<file path="src/rtl/ssrp_pkg.sv">
// Constants and carrier types of the serial slave register port
package ssrp_pkg;
  // ----------------------------------------------------------------
  // Bus constants
  // ----------------------------------------------------------------
  localparam logic [6:0] SLAVE_ADDR = 7'h68;  // 1101000
  localparam logic DIR_WRITE = 1'b0;
  localparam logic DIR_READ = 1'b1;
  localparam int PTR_W = 6;
  localparam logic [5:0] PTR_RESET = 6'h00;
  localparam logic [5:0] PTR_LAST = 6'h3F;
  localparam logic [3:0] BIT_LAST = 4'h7;
  localparam logic [3:0] BIT_RESET = 4'h0;
  localparam logic [7:0] BYTE_RESET = 8'h00;
  localparam logic [2:0] SYNC_RESET = 3'h7;

  // ----------------------------------------------------------------
  // Types
  // ----------------------------------------------------------------
  typedef enum logic [2:0] {
    SSRP_IDLE = 3'b000,
    SSRP_ADDR = 3'b001,
    SSRP_PTR = 3'b010,
    SSRP_WDATA = 3'b011,
    SSRP_RDATA = 3'b100,
    SSRP_IGNORE = 3'b101
  } ssrp_state_t;

  // Sampled bus events, one clk cycle each; sda is the filtered data level
  typedef struct packed {
    logic scl_rise;
    logic scl_fall;
    logic start;
    logic stop;
    logic sda;
  } ssrp_bus_ev_t;

  // Register file side
  typedef struct packed {
    logic [5:0] ptr;
    logic [7:0] wdata;
    logic wstrobe;
    logic shadow;
  } ssrp_reg_req_t;
endpackage : ssrp_pkg

</file>
<file path="src/rtl/ssrp_sync.sv">
// Pin synchroniser and edge/condition detector for the two bus lines
`timescale 1ns/1ps
module ssrp_sync (
  // Clock and reset
  input wire logic clk,
  input wire logic rst,
  // Bus pins
  input wire logic scl_in,
  input wire logic sda_in,
  // Events
  output ssrp_pkg::ssrp_bus_ev_t ev
);
  logic [2:0] scl_sync;
  logic [2:0] sda_sync;
  logic scl_st;
  logic sda_st;
  logic [2:0] next_scl_sync;
  logic [2:0] next_sda_sync;
  logic next_scl_st;
  logic next_sda_st;
  ssrp_pkg::ssrp_bus_ev_t next_ev;

  // ----------------------------------------------------------------
  // Three-stage sampling; a change counts when stages two and three agree
  // ----------------------------------------------------------------
  always_comb begin
    next_scl_sync = {scl_sync[1:0], scl_in};
    next_sda_sync = {sda_sync[1:0], sda_in};
    next_scl_st = scl_st;
    next_sda_st = sda_st;
    if (scl_sync[1] == scl_sync[2]) begin
      next_scl_st = scl_sync[2];
    end
    if (sda_sync[1] == sda_sync[2]) begin
      next_sda_st = sda_sync[2];
    end
    next_ev.scl_rise = next_scl_st & ~scl_st;
    next_ev.scl_fall = ~next_scl_st & scl_st;
    // Conditions need clock high and stable across the data change
    next_ev.start = scl_st & next_scl_st & sda_st & ~next_sda_st;
    next_ev.stop = scl_st & next_scl_st & ~sda_st & next_sda_st;
    next_ev.sda = next_sda_st;
  end

  always_ff @(posedge clk or posedge rst) begin
    if (rst) begin
      scl_sync <= ssrp_pkg::SYNC_RESET;
      sda_sync <= ssrp_pkg::SYNC_RESET;
      scl_st <= 1'b1;
      sda_st <= 1'b1;
      ev <= '0;
    end else begin
      scl_sync <= next_scl_sync;
      sda_sync <= next_sda_sync;
      scl_st <= next_scl_st;
      sda_st <= next_sda_st;
      ev <= next_ev;
    end
  end
endmodule : ssrp_sync

</file>
<file path="src/rtl/ssrp_top.sv">
// Serial slave register port: bus front end of a clock/calendar register file
`timescale 1ns/1ps
module ssrp_top (
  // Clock and reset
  input wire logic clk,
  input wire logic rst,
  // Bus pins (open drain; clock is input only)
  input wire logic scl_in,
  input wire logic sda_in,
  output logic sda_out,
  output logic sda_oe,
  // Register file
  input wire logic [7:0] reg_rdata,
  output ssrp_pkg::ssrp_reg_req_t reg_req
);
  ssrp_pkg::ssrp_bus_ev_t ev;
  ssrp_pkg::ssrp_state_t state;
  ssrp_pkg::ssrp_state_t next_state;
  logic [3:0] bit_cnt;
  logic [3:0] next_bit_cnt;
  logic [7:0] shreg;
  logic [7:0] next_shreg;
  logic ack_phase;
  logic next_ack_phase;
  logic [5:0] ptr;
  logic [5:0] next_ptr;
  logic next_sda_oe;
  ssrp_pkg::ssrp_reg_req_t next_reg_req;

  ssrp_sync u_sync (
    .clk(clk),
    .rst(rst),
    .scl_in(scl_in),
    .sda_in(sda_in),
    .ev(ev)
  );

  // ----------------------------------------------------------------
  // Byte engine: bits counted on clock edges, ack slot is the ninth bit
  // ----------------------------------------------------------------
  // Drive changes only on falling clock, apart from the release at START or STOP, so data is stable while high.
  always_comb begin
    next_state = state;
    next_bit_cnt = bit_cnt;
    next_shreg = shreg;
    next_ack_phase = ack_phase;
    next_ptr = ptr;
    next_sda_oe = sda_oe;
    next_reg_req = reg_req;
    next_reg_req.wstrobe = 1'b0;
    next_reg_req.shadow = 1'b0;
    if (ev.start) begin
      // Any START, repeated or not, drops the partial byte
      next_state = ssrp_pkg::SSRP_ADDR;
      next_bit_cnt = ssrp_pkg::BIT_RESET;
      next_ack_phase = 1'b0;
      next_sda_oe = 1'b0;
      next_reg_req.shadow = 1'b1;
    end else if (ev.stop) begin
      next_state = ssrp_pkg::SSRP_IDLE;
      next_bit_cnt = ssrp_pkg::BIT_RESET;
      next_ack_phase = 1'b0;
      next_sda_oe = 1'b0;
      next_reg_req.shadow = 1'b1;
    end else if (state != ssrp_pkg::SSRP_IDLE && state != ssrp_pkg::SSRP_IGNORE) begin
      if (ev.scl_rise && !ack_phase && state != ssrp_pkg::SSRP_RDATA) begin
        // Receive: shift in MSB first
        next_shreg = {shreg[6:0], ev.sda};
        next_bit_cnt = bit_cnt + 4'h1;
      end else if (ev.scl_rise && ack_phase && state == ssrp_pkg::SSRP_RDATA) begin
        // Master's answer to our byte
        if (ev.sda) begin
          next_state = ssrp_pkg::SSRP_IGNORE;
        end
      end else if (ev.scl_rise && ack_phase && state == ssrp_pkg::SSRP_WDATA) begin
        next_reg_req.wstrobe = 1'b1;
      end else if (ev.scl_rise && !ack_phase && state == ssrp_pkg::SSRP_RDATA) begin
        next_bit_cnt = bit_cnt + 4'h1;
      end else if (ev.scl_fall && !ack_phase && bit_cnt == 4'h8) begin
        // End of eighth bit: decide the ninth
        next_ack_phase = 1'b1;
        next_bit_cnt = ssrp_pkg::BIT_RESET;
        next_sda_oe = 1'b0;
        case (state)
          ssrp_pkg::SSRP_ADDR: begin
            if (shreg[7:1] == ssrp_pkg::SLAVE_ADDR) begin
              next_sda_oe = 1'b1;
            end else begin
              next_state = ssrp_pkg::SSRP_IGNORE;
              next_ack_phase = 1'b0;
            end
          end
          ssrp_pkg::SSRP_PTR: begin
            next_ptr = shreg[5:0];
            next_sda_oe = 1'b1;
          end
          ssrp_pkg::SSRP_WDATA: begin
            next_reg_req.ptr = ptr;
            next_reg_req.wdata = shreg;
            next_sda_oe = 1'b1;
          end
          default: begin
            // Read byte sent: release so master can answer
            next_ptr = ptr + 6'h01;
            next_reg_req.shadow = (ptr == ssrp_pkg::PTR_LAST);
          end
        endcase
      end else if (ev.scl_fall && ack_phase) begin
        // Ninth bit over: start next byte
        next_ack_phase = 1'b0;
        next_sda_oe = 1'b0;
        case (state)
          ssrp_pkg::SSRP_ADDR: begin
            if (shreg[0] == ssrp_pkg::DIR_READ) begin
              next_state = ssrp_pkg::SSRP_RDATA;
            end else begin
              next_state = ssrp_pkg::SSRP_PTR;
            end
          end
          ssrp_pkg::SSRP_PTR: begin
            next_state = ssrp_pkg::SSRP_WDATA;
          end
          ssrp_pkg::SSRP_WDATA: begin
            next_ptr = ptr + 6'h01;
            next_reg_req.shadow = (ptr == ssrp_pkg::PTR_LAST);
          end
          default: begin
          end
        endcase
        if (next_state == ssrp_pkg::SSRP_RDATA) begin
          // Load byte at the pointer; first bit out is MSB
          next_shreg = reg_rdata;
          next_sda_oe = ~reg_rdata[7];
          // Count from zero so that eight clocks send eight bits before the answer slot
          next_bit_cnt = ssrp_pkg::BIT_RESET;
        end
      end else if (ev.scl_fall && state == ssrp_pkg::SSRP_RDATA) begin
        if (bit_cnt != 4'h8) begin
          next_shreg = {shreg[6:0], 1'b0};
          next_sda_oe = ~shreg[6];
        end
      end
    end
    next_reg_req.ptr = (next_reg_req.wstrobe) ? reg_req.ptr : next_ptr;
    if (next_state == ssrp_pkg::SSRP_WDATA && ev.scl_fall && !ack_phase && bit_cnt == 4'h8) begin
      next_reg_req.ptr = ptr;
    end else if (ack_phase && state == ssrp_pkg::SSRP_WDATA) begin
      next_reg_req.ptr = ptr;
    end
  end

  always_ff @(posedge clk or posedge rst) begin
    if (rst) begin
      state <= ssrp_pkg::SSRP_IDLE;
      bit_cnt <= ssrp_pkg::BIT_RESET;
      shreg <= ssrp_pkg::BYTE_RESET;
      ack_phase <= 1'b0;
      ptr <= ssrp_pkg::PTR_RESET;
      sda_oe <= 1'b0;
      reg_req <= '0;
    end else begin
      state <= next_state;
      bit_cnt <= next_bit_cnt;
      shreg <= next_shreg;
      ack_phase <= next_ack_phase;
      ptr <= next_ptr;
      sda_oe <= next_sda_oe;
      reg_req <= next_reg_req;
    end
  end

  // Open drain: only ever drives low; clock pin has no output at all
  always_ff @(posedge clk or posedge rst) begin
    if (rst) begin
      sda_out <= 1'b0;
    end else begin
      sda_out <= 1'b0;
    end
  end
endmodule : ssrp_top

</file>
<file path="config.mk">
export PLATFORM = sky130hd
export DESIGN_NAME = ssrp_top
export DESIGN_NICKNAME = d
export VERILOG_FILES = /design/src/rtl/ssrp_pkg.sv /design/src/rtl/ssrp_sync.sv /design/src/rtl/ssrp_top.sv
export SDC_FILE = /design/constraint.sdc
export NUM_CORES = 1
export LEC_CHECK = 0
export BUFFER_PORTS_ARGS = -buffer_cell sky130_fd_sc_hd__clkbuf_2
export CORE_MARGIN = 4
export CORE_UTILIZATION = 25
export DETAILED_ROUTE_END_ITERATION = 6
export PLACE_DENSITY = 0.37
export SETUP_SLACK_MARGIN = 0.15
export SLEW_MARGIN = 0
export SYNTH_ARGS = -nofsm -noshare
export SYNTH_HDL_FRONTEND = slang
export SYNTH_SLANG_ARGS = --single-unit
</file>
<file path="constraint.sdc">
create_clock -name clk -period 2.2 [get_ports clk]
set_input_delay 0.11 -clock clk [delete_from_list [all_inputs] [get_ports clk]]
set_output_delay 0.11 -clock clk [all_outputs]
set_load 0.1 [all_outputs]
</file>
==> flow_summary.yaml <==
status:
  outcome: "completed"
sta:
  rsz0062_at_grt: "yes"
  max_slew.worst_pin.slew_ns: 0.573
  fmax_ghz: 0.505
  min_period_ns: 1.98
  fin_crit_sh_pct: 90.0
  finalMaxSlewViolations: 0
  finalHoldViolCount: 0
  tns_ns: 0
  setup_violations: 0
  setup_slack_ns: 0.219
  slew_headroom_pct: 61.4
  clock_skew_ns: 0.0107
logic_synthesis:
  muxShareOfSynthArea_pct: 11.6
  synth-seq-cells: 52
  synth-simple-area-share_pct: 19.7
  syn_nets: 288
  synth.distinct_cells: 69
  syn_area_um2: 2900
  synth_top_family_by_area: "simple AND/OR/NAND/NOR gates"
  async_flop_share_pct: 100
  synth_edf_count: 0
  synth_area_leaders: "dfrtp_1 (38%), dfstp_2 (7.3%), mux2_4 (4.7%)"
  synthCells: 273
  synthAdderAreaFrac_pct: 1.99
  synth_top_cell_area_share_pct: 38.0
  ys.flop_type: "dfrtp_1"
  synth-seq-area-share_pct: 45.3
  synth-compound-area-share_pct: 16.6
  yosysTopAreaCell: "dfrtp_1"
  syn_avg_cell_area_um2: 10.6
  synth-xor-area-share_pct: 0.605
  yosys_warnings: 0
critical_path:
  r2r-end: "reg_req[15]$_DFFE_PP0P_"
  critPathKind: "flip-flop to flip-flop"
  critPathRequiredTime_ns: 2.38
  worst-r2r-cell-count: 6
  end_kind: "flip-flop"
  crit_fanout: 11
  crit_end: "reg_req[15]$_DFFE_PP0P_"
  start_kind: "flip-flop"
  r2r_slack_ns: 0.22
  timing.critical_path.from: "state[1]$_DFF_PP0_"
  r2r_start: "state[1]$_DFF_PP0_"
  cp.arrival_ns: 2.16
grt:
  grt_max_degree: 30
  antenna_found_initial: 0
  grt_pass1_vias: 2458
  grt_usage_pct: 12.8
  overflow: 0
  grt_pass1_wl_um: 13500
route:
  routed_via_density: 4.83
  drtIter0Drc: 124
  vias: 2320
  ant_nets: 0
  drc: 0
  dr.pass1.iters: 4
  wl_per_cell_um: 16.7
  wl_um: 8020
die:
  die_h_um: 116
  dieArea_um2: 13400
  die_w_um: 116
  coreArea_um2: 11400
  start_util_pct: 25.5
  std_cell_rows: 39
  ios: 30
clock_network:
  path_clk_slew_ns: 0.07
  clkLatencyLatePin_ns: 0.30
  cts_tree: "built"
  htreeDepth: 2
  cts-root-buf: "clkbuf_16"
  clk_path_buf_depth: 2
  cts.sinks: 52
  cts_buffers: 5
layout:
  antenna_cells: 0
  final_cell_mix: "dfrtp_1 (41), buf_4 (35), clkbuf_2 (28)"
  final_core_utilization_pct: 32.8
  syn_to_final_growth_pct: 28.8
  drive_gt1_share_pct: 37.1
  stdcell_count: 480
  fin_area_um2: 3730
  fin_nets: 351
  final_common_cell: "dfrtp_1"
min_path:
  hold_class: "primary input to flip-flop"
  whs_path_depth: 3
  holdCritStartpoint: "reg_rdata[4]"
place:
  gp_congestion: 0.792
  place_inst: 464
  dpl.hpwl_um: 5970
  place_area_um2: 3410
  io_buffers: 28
  dp_worst_setup_slack_ns: 0.118
power:
  p_leak_nw: 1.70
  p_per_area_nw_per_um2: 542
  ir_drop_mv: 0.358
flow_run:
  drv_cap: 0
final cells by class:
class	instances	area, µm²
Timing Repair Buffer	69	484
Clock buffer	6	129
Inverter	11	41.3
Multi-Input combinational cell	197	1550
Sequential cell	52	1320
Fill cell	1144	7640
Clock inverter	2	35.0
Tap cell	143	179
state kept, by name, indices dropped and copies added, names as in the netlist:
name and flops:
u_sync.ev 5, u_sync.scl_st 1, ack_phase 1, u_sync.sda_st 1, bit_cnt 4, sda_oe 1, ptr 6, shreg 8
reg_req 16, u_sync.scl_sync 3, u_sync.sda_sync 3, state 3
cell families after synthesis:
family	after synthesis
adder cells (fa/ha/maj)	5
XOR/XNOR	2
multiplexers	27
AO/OA/AOI/OAI	66
buffers and inverters	24
flip-flops	52
AND/OR/NAND/NOR	96
other	1
per-stage QoR:
step | hold slack, ns | total power, mW
global route | 0.166 | 2.11
global placement | 0.180 | 1.14
floorplan | 0.114 | 1.09
finish | 0.152 | 2.02
CTS | 0.148 | 2.06
detailed placement | 0.187 | 1.14
how the worst min path moves through the flow:
stage / to / slack [ns]
after floorplan: u_sync.scl_sync[0]$_DFF_PP1_ / 0.11
after global placement: ack_phase$_DFFE_PP0P_ / 0.18
after detailed placement: ack_phase$_DFFE_PP0P_ / 0.19
after CTS: shreg[4]$_DFFE_PP0P_ / 0.15
after global routing: shreg[4]$_DFFE_PP0P_ / 0.17
final: shreg[4]$_DFFE_PP0P_ / 0.15
worst max-delay path, cell delays in order (launching register included):
cell       delay (ns)
dfrtp_1          0.41
buf_4            0.20
and3_1           0.18
a2111oi_4        0.37
nand4b_4         0.22
nand4_1          0.16
mux2_4           0.33
power breakdown:
part           switching (mW)  internal (mW)  leakage, nW
registers              0.0151          0.982        0.690
clock network           0.354          0.536       0.0808
logic                  0.0913         0.0420        0.925
total                   0.460           1.56         1.70
synth_stat cells (5+ instances only):
| cell type | number |
|---|---|
| a21oi_1 | 13 |
| nor3b_1 | 5 |
| nand2_1 | 19 |
| o21ai_0 | 16 |
| mux2_1 | 9 |
| dfrtp_1 | 44 |
| nand2b_1 | 5 |
| nand3_1 | 11 |
| dfstp_2 | 8 |
| nor2_1 | 12 |
| inv_1 | 11 |
| a31oi_1 | 6 |
| mux2_4 | 9 |
| mux2_2 | 8 |
| nor3_1 | 5 |
repair_timing:
action	CTS	global route
endpoints found under the setup margin	10	25
hold buffers	3	0
buffers inserted	0	5
endpoints found under the hold margin	19	0
pin swaps	1	5
resized for setup	2	15
layer usage:
metal  part of all wire [%]  track usage (%)  routed length [µm]
met3                    2.4             2.51                 194
met1                     49             17.9                3930
met4                    1.4             3.56                 113
met2                     47             20.4                3780
met5                      0                0                   0
Power figures use the tool's default switching activity.
